[src/scr_pkg.sv]
package scr_pkg;

  // ==========================================================
  // Register offsets on the serial port
  localparam logic [14:0] OFS_PRIMARY_CONFIG = 15'h0000;
  localparam logic [14:0] OFS_SECONDARY_CONFIG = 15'h0001;
  localparam logic [14:0] OFS_POWER_MODE_CONFIG = 15'h0002;
  localparam logic [14:0] OFS_DEVICE_CLASS = 15'h0003;
  localparam logic [14:0] OFS_SILICON_REVISION = 15'h0006;
  localparam logic [14:0] OFS_MAKER_CODE_HI = 15'h000C;
  localparam logic [14:0] OFS_MAKER_CODE_LO = 15'h000D;
  localparam logic [14:0] OFS_USER_PORT_CONFIG = 15'h0010;

  // ==========================================================
  // Reset values
  localparam logic [7:0] RST_PRIMARY_CONFIG = 8'h3C;
  localparam logic [7:0] RST_POWER_MODE_CONFIG = 8'h00;
  localparam logic [7:0] RST_USER_PORT_CONFIG = 8'h00;
  localparam logic [7:0] SECONDARY_CONFIG_VAL = 8'h00;

  // ==========================================================
  // Field positions
  localparam int SOFT_RESET_HI = 7;
  localparam int SOFT_RESET_LO = 0;
  localparam int STREAM_DIR_HI = 5;
  localparam int STREAM_DIR_LO = 2;
  localparam int POWER_MODE_MSB = 1;
  localparam int ADDR_HOLD_BIT = 0;

  // ==========================================================
  // Frame geometry; header and byte counts in serial clock edges
  localparam int ADDR_W = 15;
  localparam logic [4:0] HEADER_BITS = 5'h10;
  localparam logic [4:0] BYTE_BITS = 5'h08;
  localparam logic [2:0] SYNC_STAGES = 3'h3;

  // Pins from the host, carried together through the synchroniser
  typedef struct packed {
    logic sclk;
    logic cs_n;
    logic sdi;
  } scr_pins_s;

  // Frame sequencer
  typedef enum logic [1:0] {
    SCR_IDLE,
    SCR_HEADER,
    SCR_DATA
  } scr_state_e;

endpackage

[src/scr_regs.sv]
`timescale 1ns/1ps

module scr_regs
  import scr_pkg::*;
#(
  parameter logic [3:0] CLASS_CODE = 4'hA, // Arbitrary value
  parameter logic [7:0] REVISION_CODE = 8'h21, // Arbitrary value
  parameter logic [15:0] MAKER_CODE = 16'h5A5A // Arbitrary value
) (
  input wire logic mclk,
  input wire logic reset,
  input wire logic sclk,
  input wire logic cs_n,
  input wire logic sdi,
  output logic sdo,
  output logic sdo_oe,
  output logic power_down,
  output logic stream_dir,
  output logic addr_hold
);

  // ==========================================================
  // Helper functions

  // Low nibble must be the bit-reversed high nibble
  function automatic logic is_palindrome(input logic [7:0] d);
    is_palindrome = (d[0] == d[7]) && (d[1] == d[6]) && (d[2] == d[5]) && (d[3] == d[4]);
  endfunction

  // Next streaming address
  function automatic logic [ADDR_W-1:0] step_addr(input logic [ADDR_W-1:0] a,
                                                  input logic asc,
                                                  input logic hold);
    if (hold) begin
      step_addr = a;
    end else if (asc) begin
      step_addr = a + 15'h0001;
    end else begin
      step_addr = a - 15'h0001;
    end
  endfunction

  // ==========================================================
  // Pin synchroniser, three stages

  scr_pins_s pin1_ff, pin2_ff, pin3_ff;
  scr_pins_s pin_ff, pin_d_ff;
  scr_pins_s nxt_pin;

  // Take a new level once stages two and three agree
  always_comb begin
    nxt_pin = pin_ff;
    if (pin2_ff.sclk == pin3_ff.sclk) begin
      nxt_pin.sclk = pin3_ff.sclk;
    end
    if (pin2_ff.cs_n == pin3_ff.cs_n) begin
      nxt_pin.cs_n = pin3_ff.cs_n;
    end
    if (pin2_ff.sdi == pin3_ff.sdi) begin
      nxt_pin.sdi = pin3_ff.sdi;
    end
  end

  // Synchroniser registers; idle bus level at reset
  always_ff @(posedge mclk or posedge reset) begin
    if (reset) begin
      pin1_ff <= '{sclk: 1'b0, cs_n: 1'b1, sdi: 1'b0};
      pin2_ff <= '{sclk: 1'b0, cs_n: 1'b1, sdi: 1'b0};
      pin3_ff <= '{sclk: 1'b0, cs_n: 1'b1, sdi: 1'b0};
      pin_ff <= '{sclk: 1'b0, cs_n: 1'b1, sdi: 1'b0};
      pin_d_ff <= '{sclk: 1'b0, cs_n: 1'b1, sdi: 1'b0};
    end else begin
      pin1_ff <= '{sclk: sclk, cs_n: cs_n, sdi: sdi};
      pin2_ff <= pin1_ff;
      pin3_ff <= pin2_ff;
      pin_ff <= nxt_pin;
      pin_d_ff <= pin_ff;
    end
  end

  logic sclk_rise, sclk_fall, cs_start, cs_active;

  // Edges of the filtered pins
  assign sclk_rise = pin_ff.sclk && !pin_d_ff.sclk;
  assign sclk_fall = !pin_ff.sclk && pin_d_ff.sclk;
  assign cs_start = !pin_ff.cs_n && pin_d_ff.cs_n;
  assign cs_active = !pin_ff.cs_n;

  // ==========================================================
  // Frame sequencer and shift registers

  scr_state_e state_ff, nxt_state;
  logic [4:0] cnt_ff, nxt_cnt;
  logic [ADDR_W:0] shift_ff, nxt_shift;
  logic rd_ff, nxt_rd;
  logic [ADDR_W-1:0] addr_ff, nxt_addr;
  logic [7:0] tx_ff, nxt_tx;
  logic bnd_ff, nxt_bnd;
  logic wr_stb;
  logic [7:0] wr_data;

  // Register state
  logic [7:0] pcfg_ff, nxt_pcfg;
  logic [7:0] pmode_ff, nxt_pmode;
  logic [7:0] uport_ff, nxt_uport;

  // Read multiplexer
  logic [7:0] rd_data;
  always_comb begin
    unique case (addr_ff)
      OFS_PRIMARY_CONFIG: rd_data = pcfg_ff;
      OFS_SECONDARY_CONFIG: rd_data = SECONDARY_CONFIG_VAL;
      OFS_POWER_MODE_CONFIG: rd_data = pmode_ff;
      OFS_DEVICE_CLASS: rd_data = {4'h0, CLASS_CODE};
      OFS_SILICON_REVISION: rd_data = REVISION_CODE;
      OFS_MAKER_CODE_HI: rd_data = MAKER_CODE[15:8];
      OFS_MAKER_CODE_LO: rd_data = MAKER_CODE[7:0];
      OFS_USER_PORT_CONFIG: rd_data = uport_ff;
      default: rd_data = 8'h00;
    endcase
  end

  // Header of R/W bit plus address, then data bytes
  always_comb begin
    nxt_state = state_ff;
    nxt_cnt = cnt_ff;
    nxt_shift = shift_ff;
    nxt_rd = rd_ff;
    nxt_addr = addr_ff;
    nxt_tx = tx_ff;
    nxt_bnd = bnd_ff;
    wr_stb = 1'b0;
    wr_data = {shift_ff[6:0], pin_ff.sdi};
    if (!cs_active) begin
      nxt_state = SCR_IDLE;
      nxt_bnd = 1'b0;
    end else if (cs_start || state_ff == SCR_IDLE) begin
      nxt_state = SCR_HEADER;
      nxt_cnt = 5'h00;
      nxt_bnd = 1'b0;
    end else if (sclk_rise) begin
      nxt_shift = {shift_ff[ADDR_W-1:0], pin_ff.sdi};
      nxt_cnt = cnt_ff + 5'h01;
      unique case (state_ff)
        SCR_HEADER: begin
          if (nxt_cnt == HEADER_BITS) begin
            nxt_rd = shift_ff[ADDR_W-1];
            nxt_addr = {shift_ff[ADDR_W-2:0], pin_ff.sdi};
            nxt_state = SCR_DATA;
            nxt_cnt = 5'h00;
            nxt_bnd = 1'b1;
          end
        end
        SCR_DATA: begin
          if (nxt_cnt == BYTE_BITS) begin
            wr_stb = !rd_ff;
            nxt_addr = step_addr(addr_ff, pcfg_ff[STREAM_DIR_HI],
                                 uport_ff[ADDR_HOLD_BIT]);
            nxt_cnt = 5'h00;
            nxt_bnd = 1'b1;
          end
        end
        default: begin
          nxt_state = SCR_IDLE;
        end
      endcase
    end else if (sclk_fall && state_ff == SCR_DATA) begin
      // Load a fresh byte after each boundary, else shift out
      if (bnd_ff) begin
        nxt_tx = rd_data;
        nxt_bnd = 1'b0;
      end else begin
        nxt_tx = {tx_ff[6:0], 1'b0};
      end
    end
  end

  // Sequencer registers
  always_ff @(posedge mclk or posedge reset) begin
    if (reset) begin
      state_ff <= SCR_IDLE;
      cnt_ff <= 5'h00;
      shift_ff <= 16'h0000;
      rd_ff <= 1'b0;
      addr_ff <= 15'h0000;
      tx_ff <= 8'h00;
      bnd_ff <= 1'b0;
    end else begin
      state_ff <= nxt_state;
      cnt_ff <= nxt_cnt;
      shift_ff <= nxt_shift;
      rd_ff <= nxt_rd;
      addr_ff <= nxt_addr;
      tx_ff <= nxt_tx;
      bnd_ff <= nxt_bnd;
    end
  end

  // ==========================================================
  // Register writes and soft reset

  logic pcfg_ok;
  assign pcfg_ok = is_palindrome(wr_data);

  always_comb begin
    nxt_pcfg = pcfg_ff;
    nxt_pmode = pmode_ff;
    nxt_uport = uport_ff;
    if (wr_stb) begin
      unique case (addr_ff)
        OFS_PRIMARY_CONFIG: begin
          if (pcfg_ok && wr_data[SOFT_RESET_HI]) begin
            // Defaults everywhere; direction keeps the written value
            nxt_pcfg = RST_PRIMARY_CONFIG;
            nxt_pcfg[STREAM_DIR_HI] = wr_data[STREAM_DIR_HI];
            nxt_pcfg[STREAM_DIR_LO] = wr_data[STREAM_DIR_HI];
            nxt_pmode = RST_POWER_MODE_CONFIG;
            nxt_uport = RST_USER_PORT_CONFIG;
          end else if (pcfg_ok) begin
            nxt_pcfg = wr_data;
            nxt_pcfg[SOFT_RESET_HI] = 1'b0;
            nxt_pcfg[SOFT_RESET_LO] = 1'b0;
          end
        end
        OFS_POWER_MODE_CONFIG: nxt_pmode = wr_data;
        OFS_USER_PORT_CONFIG: nxt_uport = wr_data;
        default: begin
          nxt_pcfg = pcfg_ff;
        end
      endcase
    end
  end

  // Configuration registers
  always_ff @(posedge mclk or posedge reset) begin
    if (reset) begin
      pcfg_ff <= RST_PRIMARY_CONFIG;
      pmode_ff <= RST_POWER_MODE_CONFIG;
      uport_ff <= RST_USER_PORT_CONFIG;
    end else begin
      pcfg_ff <= nxt_pcfg;
      pmode_ff <= nxt_pmode;
      uport_ff <= nxt_uport;
    end
  end

  // ==========================================================
  // Outputs

  assign sdo = tx_ff[7];
  assign sdo_oe = cs_active && (state_ff == SCR_DATA) && rd_ff;
  // Codes 2 and 3 power down, 0 and 1 run; only the top bit decides
  assign power_down = pmode_ff[POWER_MODE_MSB];
  assign stream_dir = pcfg_ff[STREAM_DIR_HI];
  assign addr_hold = uport_ff[ADDR_HOLD_BIT];

endmodule

[config.mk]
export PLATFORM = sky130hd
export DESIGN_NAME = scr_regs
export DESIGN_NICKNAME = d
export VERILOG_FILES = /design/src/scr_pkg.sv /design/src/scr_regs.sv
export SDC_FILE = /design/constraint.sdc
export NUM_CORES = 1
export LEC_CHECK = 0
export BUFFER_PORTS_ARGS = -buffer_cell sky130_fd_sc_hd__buf_4
export CAP_MARGIN = 20
export CORE_MARGIN = 2
export CORE_UTILIZATION = 40
export CTS_CLUSTER_SIZE = 25
export DETAILED_ROUTE_END_ITERATION = 10
export SLEW_MARGIN = 25
export SYNTH_ARGS = -nofsm -noshare
export SYNTH_HDL_FRONTEND = slang
export SYNTH_SLANG_ARGS = --single-unit
export TNS_END_PERCENT = 20
[constraint.sdc]
create_clock -name mclk -period 8.4 [get_ports mclk]
set_input_delay 1.68 -clock mclk [delete_from_list [all_inputs] [get_ports mclk]]
set_output_delay 1.68 -clock mclk [all_outputs]
set_load 0.02 [all_outputs]
==> results of run 1 <==
## area by class of cell
class | instances | area, sq um | area share (%)
clock buffer | 14 | 264 | 5.35
clock inverter | 2 | 12.5 | 0.254
inverter | 13 | 50.0 | 1.01
multi-input combinational | 353 | 2260 | 45.9
sequential | 83 | 2090 | 42.3
tap | 140 | 175 | 3.55
timing repair buffer | 10 | 78.8 | 1.60
## cells by family (layout without fill, tap and decap cells)
logic type	after synthesis	count (layout)
compound gates	122	122
simple gates	182	182
flops	83	83
buf+inv	36	39
xor+xnor	16	16
fa+ha+maj	21	21
mux	12	12
## cells in the mapped netlist, drive strengths merged (4+ instances only)
master and n:
nand2 91, dfrtp 74, a21oi 36, o21ai 27
nor2 26, a22o 18, clkbuf 17, ha 17
nor3 14, inv 13, xnor2 10, dfstp 9
mux2i 8, nor2b 8, a21o 6, buf 6
nor3b 6, xor2 6, a31oi 5, nand2b 5
nand3 5, or3 5, a211oi 4, mux2 4
nor4 4
## state kept, by name, summed over array words and instances (netlist names), 3 cells and up
signal	count
addr_ff	15
pin2_ff	3
pin_ff	3
cnt_ff	5
shift_ff	15
pmode_ff	8
pcfg_ff	6
uport_ff	8
tx_ff	8
pin3_ff	3
pin1_ff	3
## metrics by stage
step / cell area [sq um] / utilization (%)
CTS: 4930 / 45.1
global route: 4930 / 45.1
floorplan: 4500 / -
global placement: 4650 / 42.5
detailed placement: 4650 / 42.5
finish: 4930 / 45.1
## layout by cell type (no fill, tap or decap), types with 5 or more instances in the layout
cell type / netlist / layout
nand2_1: 90 / 90
dfrtp_1: 74 / 74
a21oi_1: 36 / 36
nor2_1: 26 / 25
o21ai_1: 21 / 21
a22o_1: 18 / 18
ha_1: 17 / 17
nor3_1: 12 / 12
inv_1: 11 / 10
xnor2_1: 10 / 10
clkbuf_16: 0 / 9
buf_4: 0 / 9
dfstp_2: 9 / 9
nor2b_1: 8 / 8
mux2i_1: 8 / 8
xor2_1: 6 / 6
a21o_1: 6 / 6
o21ai_0: 6 / 6
nor3b_1: 5 / 5
nand2b_1: 5 / 5
or3_1: 5 / 5
a31oi_1: 5 / 5
## final timing paths
path	from	endpoint	slack, ns
worst max-delay path	state_ff[0]	sdo_oe	4.84
worst min-delay path	pin1_ff[2]	pin2_ff[2]	0.35
worst max register to register	state_ff[0]	addr_ff[14]	5.25
worst min register to register	pin1_ff[2]	pin2_ff[2]	0.35
max in group asynchronous	reset	addr_ff[13]	6.35
min in group asynchronous	reset	tx_ff[3]	1.54
## worst reg2reg max path, cell delays in order (launching register included)
cell	delay [ns]
dfrtp_1	0.37
inv_1	0.07
ha_1	0.23
nor3_1	0.24
nand2_1	0.45
or4_1	1.03
or3_1	0.48
a32oi_1	0.18
## routing by layer
| metal | wire length (um) | global-route usage, % | part of all wire [%] | vias to the layer above |
|---|---|---|---|---|
| li1 | - | - | - | 1680 |
| met1 | 4830 | 24.3 | 47 | 1703 |
| met2 | 4860 | 29.8 | 48 | 60 |
| met3 | 387 | 4.76 | 3.8 | 11 |
| met4 | 140 | 4.91 | 1.4 | 0 |
| met5 | 0 | 0 | 0 | - |
## power by group through the flow
| stage | registers (mW) | logic (mW) | clock network [mW] |
|---|---|---|---|
| floorplan | 0.447 | 0.263 | 0 |
| global placement | 0.471 | 0.300 | 0 |
| detailed placement | 0.471 | 0.306 | 0 |
| CTS | 0.464 | 0.309 | 0.377 |
| global route | 0.468 | 0.341 | 0.396 |
| finish | 0.464 | 0.308 | 0.367 |
==> impl_metrics.yaml, run 1 <==
power_and_ir_drop:
  p_switching_mw: 0.372
  p_total_mw: 1.14
  p_comb_share_pct: 27.0
  p_int_mw: 0.767
  vdd_drop_max_v: 0.000162
  cellPowerDensity_nw_per_um2: 231
  p_leak_nw: 2.20
  p_clk_share_pct: 32.2
  switching_share_pct: 32.6
  p_seq_share_pct: 40.7
grt:
  grt_pass1_vias: 3378
  grt_pass1_wl_um: 17100
  grt_max_degree: 84
  antenna_found_initial: 0
  grt_use_total_pct: 18.3
  gr-total-overflow: 0
clock_network:
  clk_latency_ns: 0.34
  clock-root-buffer: "clkbuf_16"
  post_cts_resize_count: 0
  cts_hold_buf: 0
  clock_path_buffers: 2
  cts_setup_buffers: 0
  tritoncts: "yes"
  cts_buffers: 9
  htreeDepth: 3
  cts.sinks: 83
  clk_pin_slew_ns: 0.06
floorplan:
  start_util_pct: 41.2
  core_area_sq_um: 10900
  fp.dieH_um: 110
  ios: 10
  die_area_sq_um: 12100
  placementRows: 38
  die_x_um: 110
placed_design:
  dp_cells: 599
  place_ws_ns: 5.20
  portBuffers: 9
  place_hpwl_um: 7170
  gp_congestion: 0.814
yosys:
  synth_edf_count: 0
  post_synth.cell_area_avg_sq_um: 9.54
  yosys_register_bits: 83
  synth_top_area_share_pct: 41.1
  netlist_area_sq_um: 4500
  yosysSeqAreaShare_pct: 46.4
  synthFlopType: "dfrtp_1"
  yosys.area.top_type: "dfrtp_1"
  ys.warnings.count: 0
  synth_compound_area_share_pct: 17.8
  synth_fp_nets: 495
  synthDistinctLibCells: 66
  synth_top_family_by_area: "simple AND/OR/NAND/NOR gates"
  synth_fa_ha_area_share_pct: 5.83
  synthTopCellsByArea: "dfrtp_1, nand2_1, dfstp_2"
  synthSimpleGateAreaFrac_pct: 20.7
  postSynthCellCount: 472
  yosys-mux-area-fraction_pct: 2.78
  synth-xor-area-share_pct: 3.11
  ys_async_sr_fraction_pct: 100
sta:
  slew_violations: 0
  setup_ws_ns: 4.84
  skew_ns: 0.00570
  rsz0062_at_grt: "no"
  hold_slack_ns: 0.348
  worst_pin_slew_ns: 0.911
  setup_tns_ns: 0
  hold_viol: 0
  max_freq_ghz: 0.281
  post-route-period-util_pct: 42.4
  fin_crit_ns: 3.56
  slew_headroom_pct: 38.7
  setup_violations: 0
routing:
  ant_nets: 0
  wl_per_cell_um: 16.6
  drcViolationCount: 0
  drtIter0Drc: 215
  totalWireLength_um: 10200
  vias: 3454
  routed_via_density: 5.62
  first_pass_iters: 4
critical_path:
  path_delay_family: "adder cells"
  crit_path_max_incr_delay_ns: 0.66
  cp.required_ns: 6.72
  crit_slowest_cell: "ha_1"
  path_buf_inv: 2
  cp_cell_sequence: "inv_1, ha_1, nand2_1, nor2_1, buf_4"
  r2r_cells: 7
  start_kind: "flop"
  end_kind: "output port"
  cp.depth: 5
  path_max_fanout: 19
  cp_data_arrival_time_ns: 1.88
  path_class: "flop to output port"
layout:
  n_fill_cell: 1050
  diodes: 0
  area.growth.synth_to_final_pct: 9.50
  stdcell_count: 615
  drive_above_1_share_pct: 9.89
  finalNetCount: 493
flow_run:
  cap_violations: 0
min_path:
  holdPathStages: 0
  holdCritPathClass: "flop to flop"
outcome:
  status: "completed"
(Power assumes the default switching activity.)
==> run 2: changes to the inputs <==
clock period = 3.15 ns   (was 8.4 ns; I/O delays follow)
==> run 2 against run 1 <==
Hold slack barely moved. Design area grew 1.1%. Die area did not move. Clock power rose to 2.7 times the previous value. Sequential share of layout area shrank 0.48 points. Global-route usage up 0.30 points.
==> impl_metrics.yaml, run 2 (synthesized netlist as in run 1, its figures left out) <==
sta:
  setup_ws_ns: 0.243
  worst_pin_slew_ns: 0.574
  max_freq_ghz: 0.344
  slew_violations: 0
  fin_crit_ns: 2.91
  setup_tns_ns: 0
  skew_ns: 0.00622
  hold_viol: 0
  setup_violations: 0
  slew_headroom_pct: 61.4
  rsz0062_at_grt: "no"
  post-route-period-util_pct: 92.3
floorplan:
  placementRows: 38
  core_area_sq_um: 10900
  ios: 10
  fp.dieH_um: 110
  start_util_pct: 41.2
  die_x_um: 110
  die_area_sq_um: 12100
grt:
  grt_pass1_wl_um: 17200
  antenna_found_initial: 0
  grt_max_degree: 84
  grt_use_total_pct: 18.6
  grt_pass1_vias: 3380
  gr-total-overflow: 0
layout:
  finalNetCount: 499
  reg_top3: "addr_ff: 15 flops, shift_ff: 15 flops"
  diodes: 0
  seqCellArea_sq_um: 2090
  layout.cells.most_common: "nand2_1"
  area.growth.synth_to_final_pct: 10.7
  multi_input_area_sq_um: 2260
  n_fill_cell: 1043
  drive_above_1_share_pct: 11.2
  final_cell_mix: "nand2_1, dfrtp_1, a21oi_1, nor2_1, o21ai_1"
critical_path:
  start_kind: "flop"
  end_kind: "flop"
  path_class: "flop to flop"
  cp.required_ns: 3.38
  cp_data_arrival_time_ns: 3.13
  path_max_fanout: 13
clock_network:
  clock_path_buffers: 2
  htreeDepth: 3
  cts_setup_buffers: 0
  post_cts_resize_count: 0
  clk_latency_ns: 0.34
  cts.sinks: 83
  cts_buffers: 9
  tritoncts: "yes"
  clk_pin_slew_ns: 0.06
  cts_hold_buf: 0
  clock-root-buffer: "clkbuf_16"
placed_design:
  place_hpwl_um: 7190
  portBuffers: 9
  place_ws_ns: 0.257
  gp_congestion: 0.873
power_and_ir_drop:
  p_leak_nw: 2.24
  p_clk_share_pct: 32.4
  cellPowerDensity_nw_per_um2: 612
  switching_share_pct: 32.8
  vdd_drop_max_v: 0.000367
  p_switching_mw: 1.00
  p_int_mw: 2.05
  p_comb_share_pct: 27.2
  p_seq_share_pct: 40.4
flow_run:
  cap_violations: 0
routing:
  drtIter0Drc: 218
  first_pass_iters: 4
  ant_nets: 0
  wl_per_cell_um: 16.7
  routed_via_density: 5.65
  totalWireLength_um: 10400
  drcViolationCount: 0
  vias: 3508
min_path:
  holdCritPathClass: "input port to asynchronous set/reset pin"
outcome:
  status: "completed"
## run 2: changes by cell type in the layout (fill, tap and decap cells not counted), sizes merged
cell / delta
clkbuf: -2
clkinvlp: +1
clkinv: +1
buf: +6
## run 2: worst max-delay path, cell delays in order, from the launching register on
cell and delay (ns):
dfstp_2 0.64, inv_1 0.26, ha_1 0.41, nor2b_1 0.17, o31a_1 0.27, o211ai_1 0.24, a21oi_1 0.13, or3_1 0.33
a311oi_1 0.27, nor2_1 0.06
## run 2: final timing paths
kind                       startpoint           to  slack (ns)  depth (start not counted)
max                        pcfg_ff[5]  addr_ff[12]        0.24                          9
min in group mclk          pin1_ff[2]   pin2_ff[2]        0.35                          0
max in group asynchronous       reset   pin3_ff[1]        2.41                          3
max reg2reg                pcfg_ff[5]  addr_ff[12]        0.24                          9
min reg2reg                pin1_ff[2]   pin2_ff[2]        0.35                          0
min                             reset     tx_ff[1]        0.35                          3
## run 2: layout make-up
type                    instances  share of cell area, %
clock buffers                  12                   5.14
multi-input cells             353                   45.3
clock inverters                 4                  0.502
repair buffers                 16                   2.66
inverters                      13                   1.00
flip-flops and latches         83                   41.9
well taps                     140                   3.51
## run 2: routing by layer
| layer | wire length, um | GRT usage (%) |
|---|---|---|
| met1 | 5000 | 25.5 |
| met2 | 4670 | 28.4 |
| met3 | 432 | 5.11 |
| met4 | 245 | 6.61 |
| met5 | 0 | 0 |
## run 2: power groups by stage
stage / registers (mW) / logic [mW] / clock network [mW]
floorplan: 1.19 / 0.700 / 0
finish: 1.23 / 0.830 / 0.989
global route: 1.24 / 0.919 / 1.06
detailed placement: 1.25 / 0.817 / 0
global placement: 1.25 / 0.811 / 0
CTS: 1.23 / 0.824 / 1.03
## run 2: through the flow
stage / hold slack, ns / cell area, sq um / cells / total power, mW / util (%)
CTS: 0.350 / 4990 / 621 / 3.08 / 45.6
finish: 0.348 / 4990 / 621 / 3.05 / 45.6
detailed placement: 0.336 / 4710 / 605 / 2.07 / 43.0
floorplan: 0.331 / 4500 / 472 / 1.89 / -
global placement: 0.335 / 4710 / 605 / 2.06 / 43.0
global route: 0.365 / 4990 / 621 / 3.22 / 45.6
==> run 3: changes to the inputs <==
ABC_AREA = 1   (was default)
==> run 3 against run 2 <==
Die area is 8.5% higher. Register-to-register slack better by 0.47 ns. Sequential cell count stayed put. Non-clock buffer count is 4 lower. Sequential share of layout area is 3.3 points lower. Fmax is 19% higher. Critical endpoint is now addr_ff[3]. Largest power group unchanged. Highest routed layer unchanged.
==> impl_metrics.yaml, run 3 <==
flow_run:
  cap_violations: 0
critical_path:
  reg2reg_slack_ns: 0.71
  path_buf_inv: 1
  r2r-end: "addr_ff[3]"
  cp_data_arrival_time_ns: 2.66
  start_kind: "flop"
  crit_path_max_incr_delay_ns: 0.59
  path_max_fanout: 14
  path_delay_family: "simple AND/OR/NAND/NOR gates"
  r2r_cells: 9
  end_kind: "flop"
  cp_cell_sequence: "inv_1, ha_1, or2_2, and2_1, or2_2, nand3_1, o21ai_0, nand2_1, nand2_1"
  cp.required_ns: 3.38
  path_class: "flop to flop"
  crit_slowest_cell: "dfstp_2"
  cp.depth: 9
  r2r_start: "pcfg_ff[5]"
power_and_ir_drop:
  cellPowerDensity_nw_per_um2: 578
  p_int_mw: 2.02
  p_switching_mw: 1.10
  vdd_drop_max_v: 0.000305
  p_seq_share_pct: 38.5
  p_comb_share_pct: 28.2
  p_clk_share_pct: 33.4
  switching_share_pct: 35.3
  p_leak_nw: 2.82
clock_network:
  cts_hold_buf: 0
  cts.sinks: 83
  htreeDepth: 3
  cts_buffers: 9
  tritoncts: "yes"
  clock_path_buffers: 2
  clock-root-buffer: "clkbuf_16"
  clk_latency_ns: 0.34
  cts_setup_buffers: 0
  post_cts_resize_count: 0
  clk_pin_slew_ns: 0.06
yosys:
  synthTopCellsByArea: "dfrtp_1, nand2_1, inv_1"
  ys.warnings.count: 0
  synth_fp_nets: 690
  yosysSeqAreaShare_pct: 42.6
  yosys_register_bits: 83
  netlist_area_sq_um: 4900
  ys_async_sr_fraction_pct: 100
  synthFlopType: "dfrtp_1"
  synth_top_cells_by_count: "nand2_1, inv_1, dfrtp_1"
  post_synth.cell_area_avg_sq_um: 7.35
  postSynthCellCount: 667
  synthDistinctLibCells: 37
  synth_edf_count: 0
  yosys.area.top_type: "dfrtp_1"
  yosysMostFrequentCell: "nand2_1"
  synth_top_area_share_pct: 37.8
min_path:
  holdCritPathClass: "input port to asynchronous set/reset pin"
layout:
  finalNetCount: 703
  drive_above_1_share_pct: 9.49
  diodes: 0
  area.growth.synth_to_final_pct: 10.5
  layout.cells.most_common: "nand2_1"
  reg_top3: "addr_ff: 15 flops, shift_ff: 15 flops"
  final_cell_mix: "nand2_1, inv_1, dfrtp_1, nand3_1, o21ai_0"
  final_area_sq_um: 5420
grt:
  antenna_found_initial: 0
  grt_use_total_pct: 18.4
  grt_pass1_vias: 4013
  gr-total-overflow: 0
  grt_max_degree: 30
  grt_pass1_wl_um: 19200
placed_design:
  place_hpwl_um: 8570
  portBuffers: 9
  placed_cell_area_sq_um: 5120
  place_ws_ns: 0.721
  gp_congestion: 0.865
sta:
  post-route-period-util_pct: 77.3
  fin_crit_ns: 2.44
  skew_ns: 0.00945
  setup_ws_ns: 0.714
  hold_viol: 0
  setup_violations: 0
  setup_tns_ns: 0
  worst_pin_slew_ns: 0.692
  rsz0062_at_grt: "no"
  hold_slack_ns: 0.292
  max_freq_ghz: 0.411
  slew_headroom_pct: 53.8
  slew_violations: 0
routing:
  vias: 4186
  top_layer_used: "met4"
  drtIter0Drc: 235
  wl_met3_um: 351
  wl_per_cell_um: 13.7
  drcViolationCount: 0
  wl_met2_um: 5400
  ant_nets: 0
  totalWireLength_um: 11400
  first_pass_iters: 4
  wl_met1_um: 5410
  routed_via_density: 5.03
floorplan:
  die_x_um: 115
  ios: 10
  start_util_pct: 40.8
  fp.dieH_um: 115
  placementRows: 40
  core_area_sq_um: 12000
  die_area_sq_um: 13200
outcome:
  status: "completed"
[run 3: cell count changes after synthesis, moves of 10 or more]
cell	previous run	this run
nand3_1	4	56
o21ai_0	6	47
o21ai_1	21	3
inv_1	11	86
a21oi_1	36	14
clkbuf_1	16	6
a22o_1	18	0
nand2_1	90	254
[run 3: cell families (layout without fill, tap and decap cells)]
group	count (synthesis)	count (layout)	share of synthesized area [%]
fa+ha+maj	21	21	5.36
simple gates	381	381	34.0
xor+xnor	6	6	1.07
compound gates	76	76	8.73
flops	83	83	42.6
buf+inv	99	117	7.99
mux	1	1	0.204
[run 3: worst max-delay path by stage]
stage / from / end / slack [ns]
4_1_cts: pcfg_ff[5] / addr_ff[3] / 0.71
6_report: pcfg_ff[5] / addr_ff[3] / 0.71
3_3_place_gp: pcfg_ff[5] / addr_ff[3] / 0.76
2_1_floorplan: reset / addr_ff[0] / 0.40
3_5_place_dp: pcfg_ff[5] / addr_ff[3] / 0.72
5_1_grt: pcfg_ff[5] / addr_ff[3] / 0.57
[run 3: final cells by class]
type	count	area, sq um
Inverter	89	335
Timing Repair Buffer	12	90.1
Clock buffer	10	229
Clock inverter	6	66.3
Sequential cell	83	2090
Fill cell	1229	6600
Tap cell	147	184
Multi-Input combinational cell	485	2420
[run 3: power by group through the flow]
stage               combinational, mW  sequential, mW  clock, mW
detailed placement              0.872            1.22          0
global placement                0.862            1.22          0
global route                     1.01            1.22       1.11
finish                          0.881            1.20       1.04
floorplan                       0.684            1.19          0
CTS                             0.879            1.21       1.07
[run 3: stage by stage]
stage	instances	power [mW]	util [%]
global route	832	3.34	45.1
finish	832	3.13	45.1
global placement	816	2.08	42.6
detailed placement	816	2.10	42.6
floorplan	667	1.88	-
CTS	832	3.16	45.1
[run 3: layer usage]
layer | global-route usage (%) | vias up
met4 | 7.71 | 0
met3 | 3.34 | 20
li1 | - | 2145
met1 | 24.3 | 1955
met2 | 29.9 | 66
met5 | 0 | -
